## src/verilog/chain_ctrl_params.svh

```systemverilog
// constants for the reset, select and interrupt chain block
// assumes inclusion by the package and the design file only
`ifndef CHAIN_CTRL_PARAMS_SVH
`define CHAIN_CTRL_PARAMS_SVH
`define VECTOR_RESET 8'h0f
`define REG_CLEAR 8'h00
`define OUTPUTS_IDLE 8'hff
`define MARK_LEVEL 1'b1
`define IRQ_COUNT 8
`endif

```

## src/verilog/chain_ctrl_pkg.sv

```systemverilog
// types for the reset, select and interrupt chain block
// assumes the params header sits beside it
`include "chain_ctrl_params.svh"
package chain_ctrl_pkg;
    typedef logic [7:0] byte_t;
    // chain service state
    typedef enum logic [1:0]
    {
        chain_idle = 2'b00,
        chain_request = 2'b01,
        chain_service = 2'b10
    } chain_state_e;
endpackage : chain_ctrl_pkg

```

## src/verilog/reset_select_and_interrupt_chain.sv

```systemverilog
// reset, chip select gating, shared pin roles and interrupt chain
// assumes a 20 MHz clk, async active-low rst_n from the master reset pin
`include "chain_ctrl_params.svh"
module reset_select_and_interrupt_chain
(
    // clock and reset
    input wire logic clk,
    input wire logic rst_n,
    // mode and register writes from the host decode
    input wire logic z_mode,
    input wire logic host_rd_n,
    input wire logic chip_select_n,
    input wire chain_ctrl_pkg::byte_t host_wdata,
    input wire logic write_vector,
    input wire logic write_mask,
    input wire logic write_outputs,
    input wire logic write_out_config,
    input wire logic write_chan_state,
    input wire logic end_of_interrupt,
    input wire chain_ctrl_pkg::byte_t read_data,
    // interrupt sources and timer run request
    input wire chain_ctrl_pkg::byte_t irq_sources,
    input wire chain_ctrl_pkg::byte_t irq_clear,
    input wire logic timer_start,
    input wire logic timer_stop,
    // shared input pins and the clock selects for them
    input wire logic gp_in_two,
    input wire logic gp_in_four,
    input wire logic gp_in_five,
    input wire logic gp_in_six,
    input wire logic ext_clk_sel_a_rx,
    input wire logic ext_clk_sel_b_rx,
    input wire logic ext_clk_sel_b_tx,
    // data bus pin pieces
    output chain_ctrl_pkg::byte_t host_data_out,
    output logic host_data_oe,
    // interrupt pins
    output logic irq_request_n,
    output logic irq_request_oe,
    output logic chain_enable_out,
    // pin roles and state
    output logic chan_a_rx_ext_clock,
    output logic chan_b_rx_ext_clock,
    output logic chan_b_tx_ext_clock,
    output logic timer_ext_clock,
    output logic timer_running,
    output chain_ctrl_pkg::byte_t general_outputs,
    output chain_ctrl_pkg::byte_t output_pin_config,
    output logic chan_a_serial_out,
    output logic chan_b_serial_out,
    output logic channels_active,
    output chain_ctrl_pkg::byte_t pending_irq,
    output chain_ctrl_pkg::byte_t irq_mask,
    output chain_ctrl_pkg::byte_t channel_state
);
    import chain_ctrl_pkg::*;

    // z-mode hands a shared pin to the chain; outside it the role rests inactive high
    function automatic logic z_role
    (
        input logic mode,
        input logic pin
    );
        z_role = mode ? pin : 1'b1;
    endfunction : z_role

    // clock role of a shared pin: i-mode only, and only when its select is set
    // a pin used as a clock is passed as a level, so its edges lag by two syncs and the output register
    function automatic logic ext_role
    (
        input logic mode,
        input logic sel,
        input logic pin
    );
        ext_role = !mode && sel && pin;
    endfunction : ext_role

    // two-stage synchronisers for all pin inputs
    logic [5:0] sync_a;
    logic [5:0] sync_b;
    wire [5:0] pins_raw = {gp_in_two, gp_in_four, gp_in_five, gp_in_six, host_rd_n,
        chip_select_n};

    // registers of the block
    byte_t vector_reg;
    byte_t channel_state_reg;
    byte_t pending_irq_reg;
    byte_t irq_mask_reg;
    byte_t output_pin_value_reg;
    byte_t output_pin_config_reg;
    chain_state_e chain_state;
    chain_state_e next_chain_state;

    // synchronised pin views
    wire in_two = sync_b[5];
    wire in_four = sync_b[4];
    wire in_five = sync_b[3];
    wire in_six = sync_b[2];
    wire rd_n_s = sync_b[1];
    wire cs_n_s = sync_b[0];
    // z-mode roles: pin six acknowledge, pin four chain in
    // z_mode is a strap from the host decode on this clock, so it needs no sync
    wire vector_ack_n = z_role(z_mode, in_six);
    wire chain_enable_in = z_role(z_mode, in_four);
    // i-mode clock roles of the shared pins
    wire next_a_rx_clock = ext_role(z_mode, ext_clk_sel_a_rx, in_four);
    wire next_b_rx_clock = ext_role(z_mode, ext_clk_sel_b_rx, in_six);
    wire next_b_tx_clock = ext_role(z_mode, ext_clk_sel_b_tx, in_five);

    // unmasked pending conditions; chain in gates them in z-mode
    // a source and a clear in one cycle leave the bit set, so no event is lost
    wire [7:0] next_pending = (pending_irq_reg & ~irq_clear) | irq_sources;
    wire any_unmasked = |(pending_irq_reg & irq_mask_reg);
    wire req_allowed = any_unmasked && chain_enable_in;

    // bus drive: select low read, or z-mode acknowledge read
    // strobes cross the same syncs as the pins, so drive follows by three edges
    wire ack_cycle = z_mode && !vector_ack_n && !rd_n_s;
    wire sel_read = !cs_n_s && !rd_n_s;
    wire next_oe = sel_read || ack_cycle;
    wire [7:0] next_data = ack_cycle ? vector_reg : read_data;

    // chain out: low while chain in is low, or while this block requests or is served
    wire next_chain_out = chain_enable_in && next_chain_state == chain_idle;

    // pin sync; first stage read only by the second
    always_ff @(posedge clk or negedge rst_n)
    begin
        if (!rst_n)
        begin
            // pins rest high, so a high reset avoids a false low after release
            sync_a <= 6'h3f;
            sync_b <= 6'h3f;
        end
        else
        begin
            sync_a <= pins_raw;
            sync_b <= sync_a;
        end
    end

    // chain state: idle, own request, serviced until end command
    always_comb
    begin
        next_chain_state = chain_state;
        unique case (chain_state)
            chain_idle:
            begin
                // no request is started while chain in is low
                if (req_allowed)
                begin
                    next_chain_state = chain_request;
                end
            end
            chain_request:
            begin
                // acknowledge moves into service; with no unmasked cause left the request returns to idle
                if (ack_cycle)
                begin
                    next_chain_state = chain_service;
                end
                else if (!any_unmasked)
                begin
                    next_chain_state = chain_idle;
                end
            end
            chain_service:
            begin
                // a cause still pending after the end command asks again at once,
                // so chain out never shows a one-cycle high between services
                if (end_of_interrupt)
                begin
                    next_chain_state = req_allowed ? chain_request : chain_idle;
                end
            end
            default:
            begin
                // the unused state code falls back to idle
                next_chain_state = chain_idle;
            end
        endcase
    end

    // host-written registers and pending flags; set wins over clear
    always_ff @(posedge clk or negedge rst_n)
    begin
        if (!rst_n)
        begin
            vector_reg <= `VECTOR_RESET;
            channel_state_reg <= `REG_CLEAR;
            pending_irq_reg <= `REG_CLEAR;
            irq_mask_reg <= `REG_CLEAR;
            output_pin_value_reg <= `REG_CLEAR;
            output_pin_config_reg <= `REG_CLEAR;
        end
        else
        begin
            pending_irq_reg <= next_pending;
            // writes come from the host decode on this clock, so no sync is needed
            if (write_vector)
                vector_reg <= host_wdata;
            if (write_mask)
                irq_mask_reg <= host_wdata;
            if (write_outputs)
                output_pin_value_reg <= host_wdata;
            if (write_out_config)
                output_pin_config_reg <= host_wdata;
            if (write_chan_state)
                channel_state_reg <= host_wdata;
        end
    end

    // chain, request and bus outputs, all registered
    always_ff @(posedge clk or negedge rst_n)
    begin
        if (!rst_n)
        begin
            chain_state <= chain_idle;
            irq_request_n <= 1'b0; // open drain data low, enable off
            irq_request_oe <= 1'b0;
            chain_enable_out <= 1'b1;
            host_data_out <= `REG_CLEAR;
            host_data_oe <= 1'b0;
        end
        else
        begin
            chain_state <= next_chain_state;
            // pin data stays low; only the enable moves, as on an open drain
            irq_request_n <= 1'b0;
            irq_request_oe <= req_allowed;
            // registered so the pin cannot glitch while the state decode settles
            chain_enable_out <= next_chain_out;
            host_data_out <= next_data;
            host_data_oe <= next_oe;
        end
    end

    // timer run flag, halted by reset
    // counting lives in the timer block; only the run state is kept here
    always_ff @(posedge clk or negedge rst_n)
    begin
        if (!rst_n)
            timer_running <= 1'b0;
        else if (timer_stop)
            timer_running <= 1'b0;
        else if (timer_start)
            timer_running <= 1'b1;
    end

    // pin roles and general outputs; outputs driven as inverted value
    always_ff @(posedge clk or negedge rst_n)
    begin
        if (!rst_n)
        begin
            // every output pin high: value register clear, pins inverted
            general_outputs <= `OUTPUTS_IDLE;
            chan_a_serial_out <= `MARK_LEVEL;
            chan_b_serial_out <= `MARK_LEVEL;
            channels_active <= 1'b0;
            chan_a_rx_ext_clock <= 1'b0;
            chan_b_rx_ext_clock <= 1'b0;
            chan_b_tx_ext_clock <= 1'b0;
            timer_ext_clock <= 1'b0;
            output_pin_config <= `REG_CLEAR;
            pending_irq <= `REG_CLEAR;
            irq_mask <= `REG_CLEAR;
            channel_state <= `REG_CLEAR;
        end
        else
        begin
            // pins carry the complement of the value register
            general_outputs <= ~output_pin_value_reg;
            // serial datapaths live elsewhere; lines held marking here
            chan_a_serial_out <= `MARK_LEVEL;
            chan_b_serial_out <= `MARK_LEVEL;
            channels_active <= |channel_state_reg;
            // channel external clocks only in i-mode, gated by selects; timer clock follows pin two in both modes
            chan_a_rx_ext_clock <= next_a_rx_clock;
            chan_b_rx_ext_clock <= next_b_rx_clock;
            chan_b_tx_ext_clock <= next_b_tx_clock;
            timer_ext_clock <= in_two;
            output_pin_config <= output_pin_config_reg;
            pending_irq <= pending_irq_reg;
            irq_mask <= irq_mask_reg;
            channel_state <= channel_state_reg;
        end
    end
endmodule : reset_select_and_interrupt_chain
```

## config.mk

```make
export PLATFORM = sky130hd
export DESIGN_NAME = reset_select_and_interrupt_chain
export DESIGN_NICKNAME = d
export VERILOG_FILES = /design/src/verilog/chain_ctrl_pkg.sv /design/src/verilog/reset_select_and_interrupt_chain.sv
export VERILOG_INCLUDE_DIRS = /design/src /design/src/verilog
export SDC_FILE = /design/constraint.sdc
export NUM_CORES = 1
export LEC_CHECK = 0
export BUFFER_PORTS_ARGS = -buffer_cell sky130_fd_sc_hd__buf_2
export CAP_MARGIN = 20
export CORE_MARGIN = 5
export CORE_UTILIZATION = 53
export DETAILED_ROUTE_END_ITERATION = 10
export PLACE_DENSITY = 0.91
export SKIP_LAST_GASP = 1
export SYNTH_ARGS = -nofsm -noshare
export SYNTH_HDL_FRONTEND = slang
export SYNTH_SLANG_ARGS = --single-unit
```

## constraint.sdc

```tcl
create_clock -name clk -period 1.86 [get_ports clk]
set_input_delay 0.093 -clock clk [delete_from_list [all_inputs] [get_ports clk]]
set_output_delay 0.093 -clock clk [all_outputs]
set_load 0.01 [all_outputs]
```

# Word-level counts from Yosys, hierarchy flattened

Index checks and enable logic that the tools add are counted.

Input bits: 52
Flip-flop bits (word level): 119
Word-level logic and storage cells: 63
Output and inout bits: 60

Equal/unequal tests: 2
Muxes and demuxes: 11
Reductions and logical operators: 21
Bitwise operators: 5

Operators by type and width:

| cell                                          | count |
|---|---|
| bitwise AND 8 bit                             | 2 |
| inverter 8 bit                                | 2 |
| OR reduction 8 bit                            | 2 |
| logical AND 1 bit                             | 11 |
| 2-to-1 mux 2 bit                              | 4 |
| 2-to-1 mux 8 bit                              | 1 |
| OR 8 bit                                      | 1 |
| one-hot mux 2 bit (3 select lines)            | 1 |
| 2-to-1 mux 1 bit                              | 5 |
| logical NOT 1 bit                             | 4 |
| logical NOT 2 bit                             | 2 |
| == test 2 x 1 -> 1 bit, second input constant | 1 |
| == test 2 bit, second input constant          | 1 |
| nonzero test 2 bit                            | 1 |
| logical OR 1 bit                              | 1 |

# Depth between registers and ports, before layout

Gate-level depths: netlist of run 1.

Word-level depth: 8
Mapped depth: 5
Gate-level depth less buffers: 4

# Worst setup path after synthesis of run 1

No wires, ideal clock.

Path type: register to register
From: reg sync_b[2]
To: reg host_data_out[0]
Library setup time: 0.125 ns
Required time: 1.735 ns
Clock period less this slack: 1.167 ns
Path slack: 0.693 ns
Arrival: 1.042 ns
Path buffers: 1
Cell stages (with the launch flop): 4
Cell sequence: dfstp_2 -> nor3b_2 -> buf_6 -> mux2_2

Cells in the longest elaborated chain, start to end: 5

Ends and longest elaborated chain:

| what                           | line                                    | source |
|---|---|---|
| start: declaration             | reset_select_and_interrupt_chain.sv:80  | `logic [5:0] sync_b;` |
| start signal: assignment       | reset_select_and_interrupt_chain.sv:138 | `sync_b <= sync_a;` |
| 2-to-1 mux 1 bit               | reset_select_and_interrupt_chain.sv:64  | `z_role = mode ? pin : 1'b1;` |
| logical NOT 1 bit              | reset_select_and_interrupt_chain.sv:118 | `wire ack_cycle = z_mode && !vector_ack_n && !rd_n_s;` |
| logical AND 1 bit (2 in a row) | reset_select_and_interrupt_chain.sv:118 |  |
| 2-to-1 mux 8 bit               | reset_select_and_interrupt_chain.sv:121 | `wire [7:0] next_data = ack_cycle ? vector_reg : read_data;` |
| net next_data[0]               | reset_select_and_interrupt_chain.sv:121 |  |
| end signal: assignment         | reset_select_and_interrupt_chain.sv:222 | `` host_data_out <= `REG_CLEAR; `` |
| end signal: assignment         | reset_select_and_interrupt_chain.sv:233 | `host_data_out <= next_data;` |
| end: declaration               | reset_select_and_interrupt_chain.sv:35  | `output chain_ctrl_pkg::byte_t host_data_out,` |

The timed path passes the listed nets, and every way through them passes these cells.
A chain may end at the register's enable or synchronous reset.

==> flow_summary_export.csv, run 1 <==
group,metric,value,unit
status,status,"complete, no violations",
min_path,hold_class,"input pin to flip-flop",
drt,detail_route.wl_per_cell,17.11,um
global_routing,grt_pass1_wl,14190,um
global_routing,gr-total-overflow,0,
pwr,p_comb_share,9.3,%
critical_path,worst-setup-path-type,"input pin to flip-flop",
synth,synthCells,241,
synth,yosysUniqueCellTypes,25,
sta,rsz0062_at_grt,"false",
cts,cts_hold_buf,62,
floorplan,io_pins,112,
floorplan,die-area,0.009166,mm^2
floorplan,die_w,95.74,um
drt,ant_nets,0,
floorplan,coreArea,0.007214,mm^2
finish,fill_cells,421,
synth,synthArstFlopShare,100.0,%
cts,clock_latency,0.50,ns
job,max-cap-violations,0,
drt,first_iter_violations,61,
global_routing,grtUsageTotal,21.89,%
finish,syn2layout_area_growth,48.36,%
drt,wl,9207,um
drt,vias,2517,
critical_path,cp-start-kind,"input pin",
drt,route.layer.met1.wl,3364,um
cts,cts_made_buffers,17,
sta,fmax,550.2,MHz
finish,regArea,0.003009,mm^2
critical_path,endpoint_kind,"flip-flop",
floorplan,die_h,95.74,um
sta,min_period,1.817,ns
sta,worst_slack,0.04258,ns
cts,clockRootBuffer,"clkbuf_8",
sta,final_hold_viol_count,0,
cts,cts_buffer_depth,2,
drt,dr_wl_met3,598,um
pwr,vdd_ir_drop_max,0.7772,mV
synth,yosysSeqAreaShare,77.23,%
critical_path,startpoint,"write_outputs",
finish,fin_cells,538,
global_routing,grt_max_degree,57,
sta,skew,0.006335,ns
drt,via_per_inst,4.678,
place,gp_congestion,0.6807,
sta,setup_viol,0,
min_path,min_path_cells,2,
critical_path,r2r_start,"sync_b[2]",
place,dp_hpwl,5335,um
synth,yosys_register_bits,119,
synth,netlist_area,0.003896,mm^2
sta,period_share,97.71,%
global_routing,grt_antenna_before_repair,0,
cts,cts_tree,"done",
cts,h-tree-depth,4,
pwr,swShare,21.48,%
drt,first_pass_iters,6,
finish,drive_above_1_share,47.49,%
drt,highest_layer,"met4",
sta,whs,0.02891,ns
pwr,powerDensity,1180,mW/mm^2
global_routing,grt_pass1_vias,2906,
pwr,cellLeakagePower,0.002719,uW
floorplan,initial_core_util,54.01,%
place,place_ws,0.3894,ns
synth,ys.flop_type,"dfrtp_1",
critical_path,crit_fanout,16,
min_path,hold_end,"output_pin_config_reg[6]",
synth,synth.avg_cell_area,16.17,um^2
pwr,total_power,6821,uW
place,portBuffers,108,
synth,synth_warnings,0,
sta,drv_slew,0,
pwr,netSwitchingPower,1465,uW
pwr,p_int,5356,uW
place,dp_cells,443,
floorplan,rows,31,
min_path,hp-start,"write_out_config",
drt,drc_errors,0,
cts,cts_setup_buffers,0,
cts,post_cts_resized,0,
finish,final_net_count,477,
pwr,p_seq_share,43.5,%
cts,cts.sinks,119,
critical_path,rrSetupSlack,0.38,ns
synth,synth_enable_flop_cells,0,
critical_path,worst_r2r_endpoint,"host_data_out[1]",
critical_path,crit_required,2.24,ns
drt,dr_wl_met2,4986,um
cts,clk_pin_slew,0.06,ns
critical_path,worstPathArrival,2.19,ns
pwr,clkPwrFrac,47.2,%
finish,multi_input_area,773.2,um^2
critical_path,r2r_cells,3,
sta,setup_tns,0,ns
-- cells in the final DEF, fill, tap and decap left out, types with 2 or more instances in the layout --
cell type,netlist,layout
nand2_1,12,12
clkbuf_16,0,16
dlygate4sd3_1,0,62
o21ai_0,9,9
a22oi_1,4,4
buf_4,3,2
inv_1,16,16
clkinv_2,0,3
a21o_1,8,8
dfrtp_1,94,94
buf_2,4,107
buf_12,0,2
dfstp_2,25,25
nor2_1,7,7
conb_1,2,3
a21oi_1,4,4
nor4_1,2,2
clkbuf_8,0,5
mux2_2,40,40
clkinvlp_4,0,2
clkbuf_1,1,3
bufinv_16,0,3
-- worst max path at each step --
stage	to	slack, ns	depth (start not counted)
global placement	host_data_out[5]	0.46	3
global route	output_pin_value_reg[3]	0.04	6
floorplan	host_data_out[0]	0.69	3
finish	output_pin_value_reg[3]	0.04	6
detailed placement	host_data_out[0]	0.39	3
CTS	output_pin_value_reg[4]	0.20	6
-- layer usage --
layer | vias up | track usage (%)
li1 | 1167 | -
met5 | - | 0
met4 | 0 | 10.78
met3 | 21 | 8.600
met1 | 1230 | 22.68
met2 | 99 | 38.45
-- synthesized netlist by cell type, types with 2 or more instances --
cell type	n	area [um^2]
dfrtp_1	94	2352
buf_4	3	22.52
nor2_1	7	26.28
a22oi_1	4	30.03
dfstp_2	25	656.9
nor4_1	2	12.51
conb_1	2	7.510
nand2_1	12	45.04
mux2_2	40	450.4
o21ai_0	9	45.04
a21oi_1	4	20.02
inv_1	16	60.06
buf_2	4	20.02
a21o_1	8	60.06
-- critical path, stage by stage --
cell	delay [ns]
dlygate4sd3_1	0.53
buf_2	0.20
nand2_1	0.11
dlygate4sd3_1	0.57
o21ai_0	0.11
dlygate4sd3_1	0.59
-- cells by family (layout without fill, tap and decap cells) --
| kind of cell | count (synthesis) | count (layout) | synth area share (%) |
|---|---|---|---|
| AO/OA/AOI/OAI | 25 | 25 | 3.982 |
| AND/OR/NAND/NOR | 30 | 30 | 4.014 |
| multiplexers | 40 | 40 | 11.56 |
| buffers and inverters | 25 | 221 | 3.019 |
| other | 2 | 4 | 0.1928 |
| flip-flops | 119 | 119 | 77.23 |
-- stage by stage --
stage / instance area (um^2) / util, %
floorplan: 3900 / -
global placement: 4557 / 63.16
detailed placement: 4557 / 63.16
CTS: 5778 / 80.09
global route: 5778 / 80.09
finish: 5781 / 80.12
-- power by group through the flow --
| stage | clock network [uW] | logic, uW | registers (uW) |
|---|---|---|---|
| after CTS | 3270 | 631 | 2960 |
| after floorplan | 0 | 187 | 3030 |
| final | 3220 | 635 | 2970 |
| after detailed placement | 0 | 516 | 3000 |
| after global placement | 0 | 493 | 2990 |
| after global routing | 3420 | 695 | 2990 |
-- final cells by class --
cell class | instances | area share, %
flip-flops and latches | 119 | 52.06
repair buffers | 173 | 20.95
multi-input cells | 98 | 13.38
clock buffers | 24 | 8.312
well taps | 99 | 2.143
clock inverters | 8 | 2.078
inverters | 16 | 1.039
diodes | 1 | 0.04329
Power figures use the tool's default switching activity.
==> run 2: changes to the inputs <==
- CORE_ASPECT_RATIO: not set -> 0.8
- REMOVE_ABC_BUFFERS: not set -> 1
==> run 2 against run 1 <==
Flip-flop and latch count is the same. Sequential share of layout area rose by 1.0 points. Largest cell class unchanged. Critical endpoint is now output_pin_value_reg[1]. Wire length down 7.6%. First-iteration DRC count grew 69%. Maximum frequency increased by 2.7%.
==> flow_summary_export.csv, run 2 (synthesis results as in run 1) <==
group,metric,value,unit
critical_path,critPathTopFamily,"buffers and inverters",
critical_path,crit_buf_inv,4,
min_path,hp-start,"write_mask",
finish,syn2layout_area_growth,45.44,%
critical_path,worst-setup-path-type,"input pin to flip-flop",
drt,ant_nets,0,
pwr,powerDensity,1199,mW/mm^2
sta,worst_pin_slew,0.5122,ns
cts,clockRootBuffer,"clkbuf_8",
global_routing,grt_antenna_before_repair,0,
sta,fmax,565.1,MHz
floorplan,io_pins,112,
critical_path,r2r_cells,4,
critical_path,crit_fanout,16,
critical_path,worstPathArrival,2.14,ns
cts,cts_setup_buffers,0,
floorplan,die_w,105.9,um
place,gp_congestion,0.7412,
drt,first_pass_iters,4,
status,status,"complete, no violations",
sta,setup_viol,0,
sta,setup_tns,0,ns
finish,final_cell_mix,"107 x buf_2, 94 x dfrtp_1, 52 x dlygate4sd3_1",
global_routing,gr-total-overflow,0,
pwr,vdd_ir_drop_max,0.9714,mV
cts,post_cts_resized,0,
cts,cts_tree,"done",
critical_path,worst_r2r_endpoint,"chain_enable_out",
cts,clk_pin_slew,0.05,ns
critical_path,slowest_delay,0.57,ns
critical_path,cp_cell_sequence,"dlygate4sd3_1, buf_2, nand2_1, dlygate4sd3_1, o21ai_0, dlygate4sd3_1",
critical_path,worst_path_max_delay_cell,"dlygate4sd3_1",
sta,final_hold_viol_count,0,
sta,drv_slew,0,
finish,drive_above_1_share,48.60,%
cts,h-tree-depth,4,
global_routing,grt_max_degree,43,
drt,drc_errors,0,
cts,cts.sinks,119,
critical_path,cp-start-kind,"input pin",
finish,final_common_cell,"buf_2",
drt,first_iter_violations,103,
cts,cts_made_buffers,17,
sta,rsz0062_at_grt,"false",
min_path,hold_end,"irq_mask_reg[6]",
cts,cts_hold_buf,52,
global_routing,grt_pass1_wl,14010,um
min_path,hold_class,"input pin to flip-flop",
cts,clock_latency,0.49,ns
sta,skew,0.006963,ns
drt,via_per_inst,4.761,
finish,antenna_cells,0,
sta,min_period,1.770,ns
floorplan,die_h,86.69,um
finish,final_util,77.76,%
place,portBuffers,108,
drt,wl,8507,um
floorplan,rows,28,
floorplan,coreArea,0.007287,mm^2
sta,relSlewSlack,65.85,%
global_routing,grt_pass1_vias,2773,
floorplan,initial_core_util,53.47,%
drt,detail_route.wl_per_cell,16.42,um
place,dp_hpwl,5322,um
cts,cts_buffer_depth,2,
min_path,min_path_cells,2,
critical_path,r2r_start,"pending_irq_reg[0]",
drt,vias,2466,
pwr,cellLeakagePower,0.002681,uW
sta,period_share,95.14,%
critical_path,crit_required,2.23,ns
floorplan,die-area,0.009177,mm^2
global_routing,grtUsageTotal,20.71,%
critical_path,cp.depth,6,
critical_path,endpoint_kind,"flip-flop",
finish,final_net_count,467,
critical_path,rrSetupSlack,0.57,ns
critical_path,crit_top_cell,"dlygate4sd3_1",
job,max-cap-violations,0,
## run 2: where the power goes
group	switching, uW	internal [uW]	total (uW)
logic	285	311	596
registers	115	2850	2970
clock network	1060	2180	3230
## run 2: area by class of cell
class	instances	area (um^2)
well taps	90	112.6
repair buffers	163	1111
multi-input cells	98	773.2
flip-flops and latches	119	3009
fillers	446	1620
inverters	16	60.06
clock inverters	8	120.1
clock buffers	24	480.5
## run 2: how the worst max path moves through the flow
stage	from	endpoint
after global routing	write_outputs	output_pin_value_reg[1]
after CTS	write_outputs	output_pin_value_reg[1]
after detailed placement	irq_mask_reg[0]	chain_enable_out
after global placement	irq_mask_reg[0]	chain_enable_out
final	write_outputs	output_pin_value_reg[1]
after floorplan	sync_b[2]	host_data_out[0]
## run 2: per-layer routing
layer,wire (um),up-vias,track usage (%)
li1,-,1147,-
met1,3287,1232,22.99
met2,4647,81,37.50
met3,508,6,7.297
met5,0,-,0
met4,63,0,6.941
## run 2: worst reg2reg max path, cell delays in order, from the launching register on
cell and delay, ns:
dfrtp_1 0.40, a22oi_1 0.21, and4_2 0.32, a21oi_1 0.08, nor3_1 0.19
## run 2: through the flow
| stage | area, um^2 | instances | hold WS (ns) | worst slack (ns) | total power [uW] |
|---|---|---|---|---|---|
| after floorplan | 3842 | 233 | -0.2026 | 0.4869 | 3200 |
| after global placement | 4546 | 434 | 0.09002 | 0.6672 | 3478 |
| after detailed placement | 4546 | 434 | 0.1041 | 0.5949 | 3514 |
| after CTS | 5667 | 518 | 0.007024 | 0.2043 | 6853 |
| after global routing | 5667 | 518 | 0.01200 | 0.06058 | 7087 |
| final | 5667 | 518 | 0.01884 | 0.09032 | 6794 |
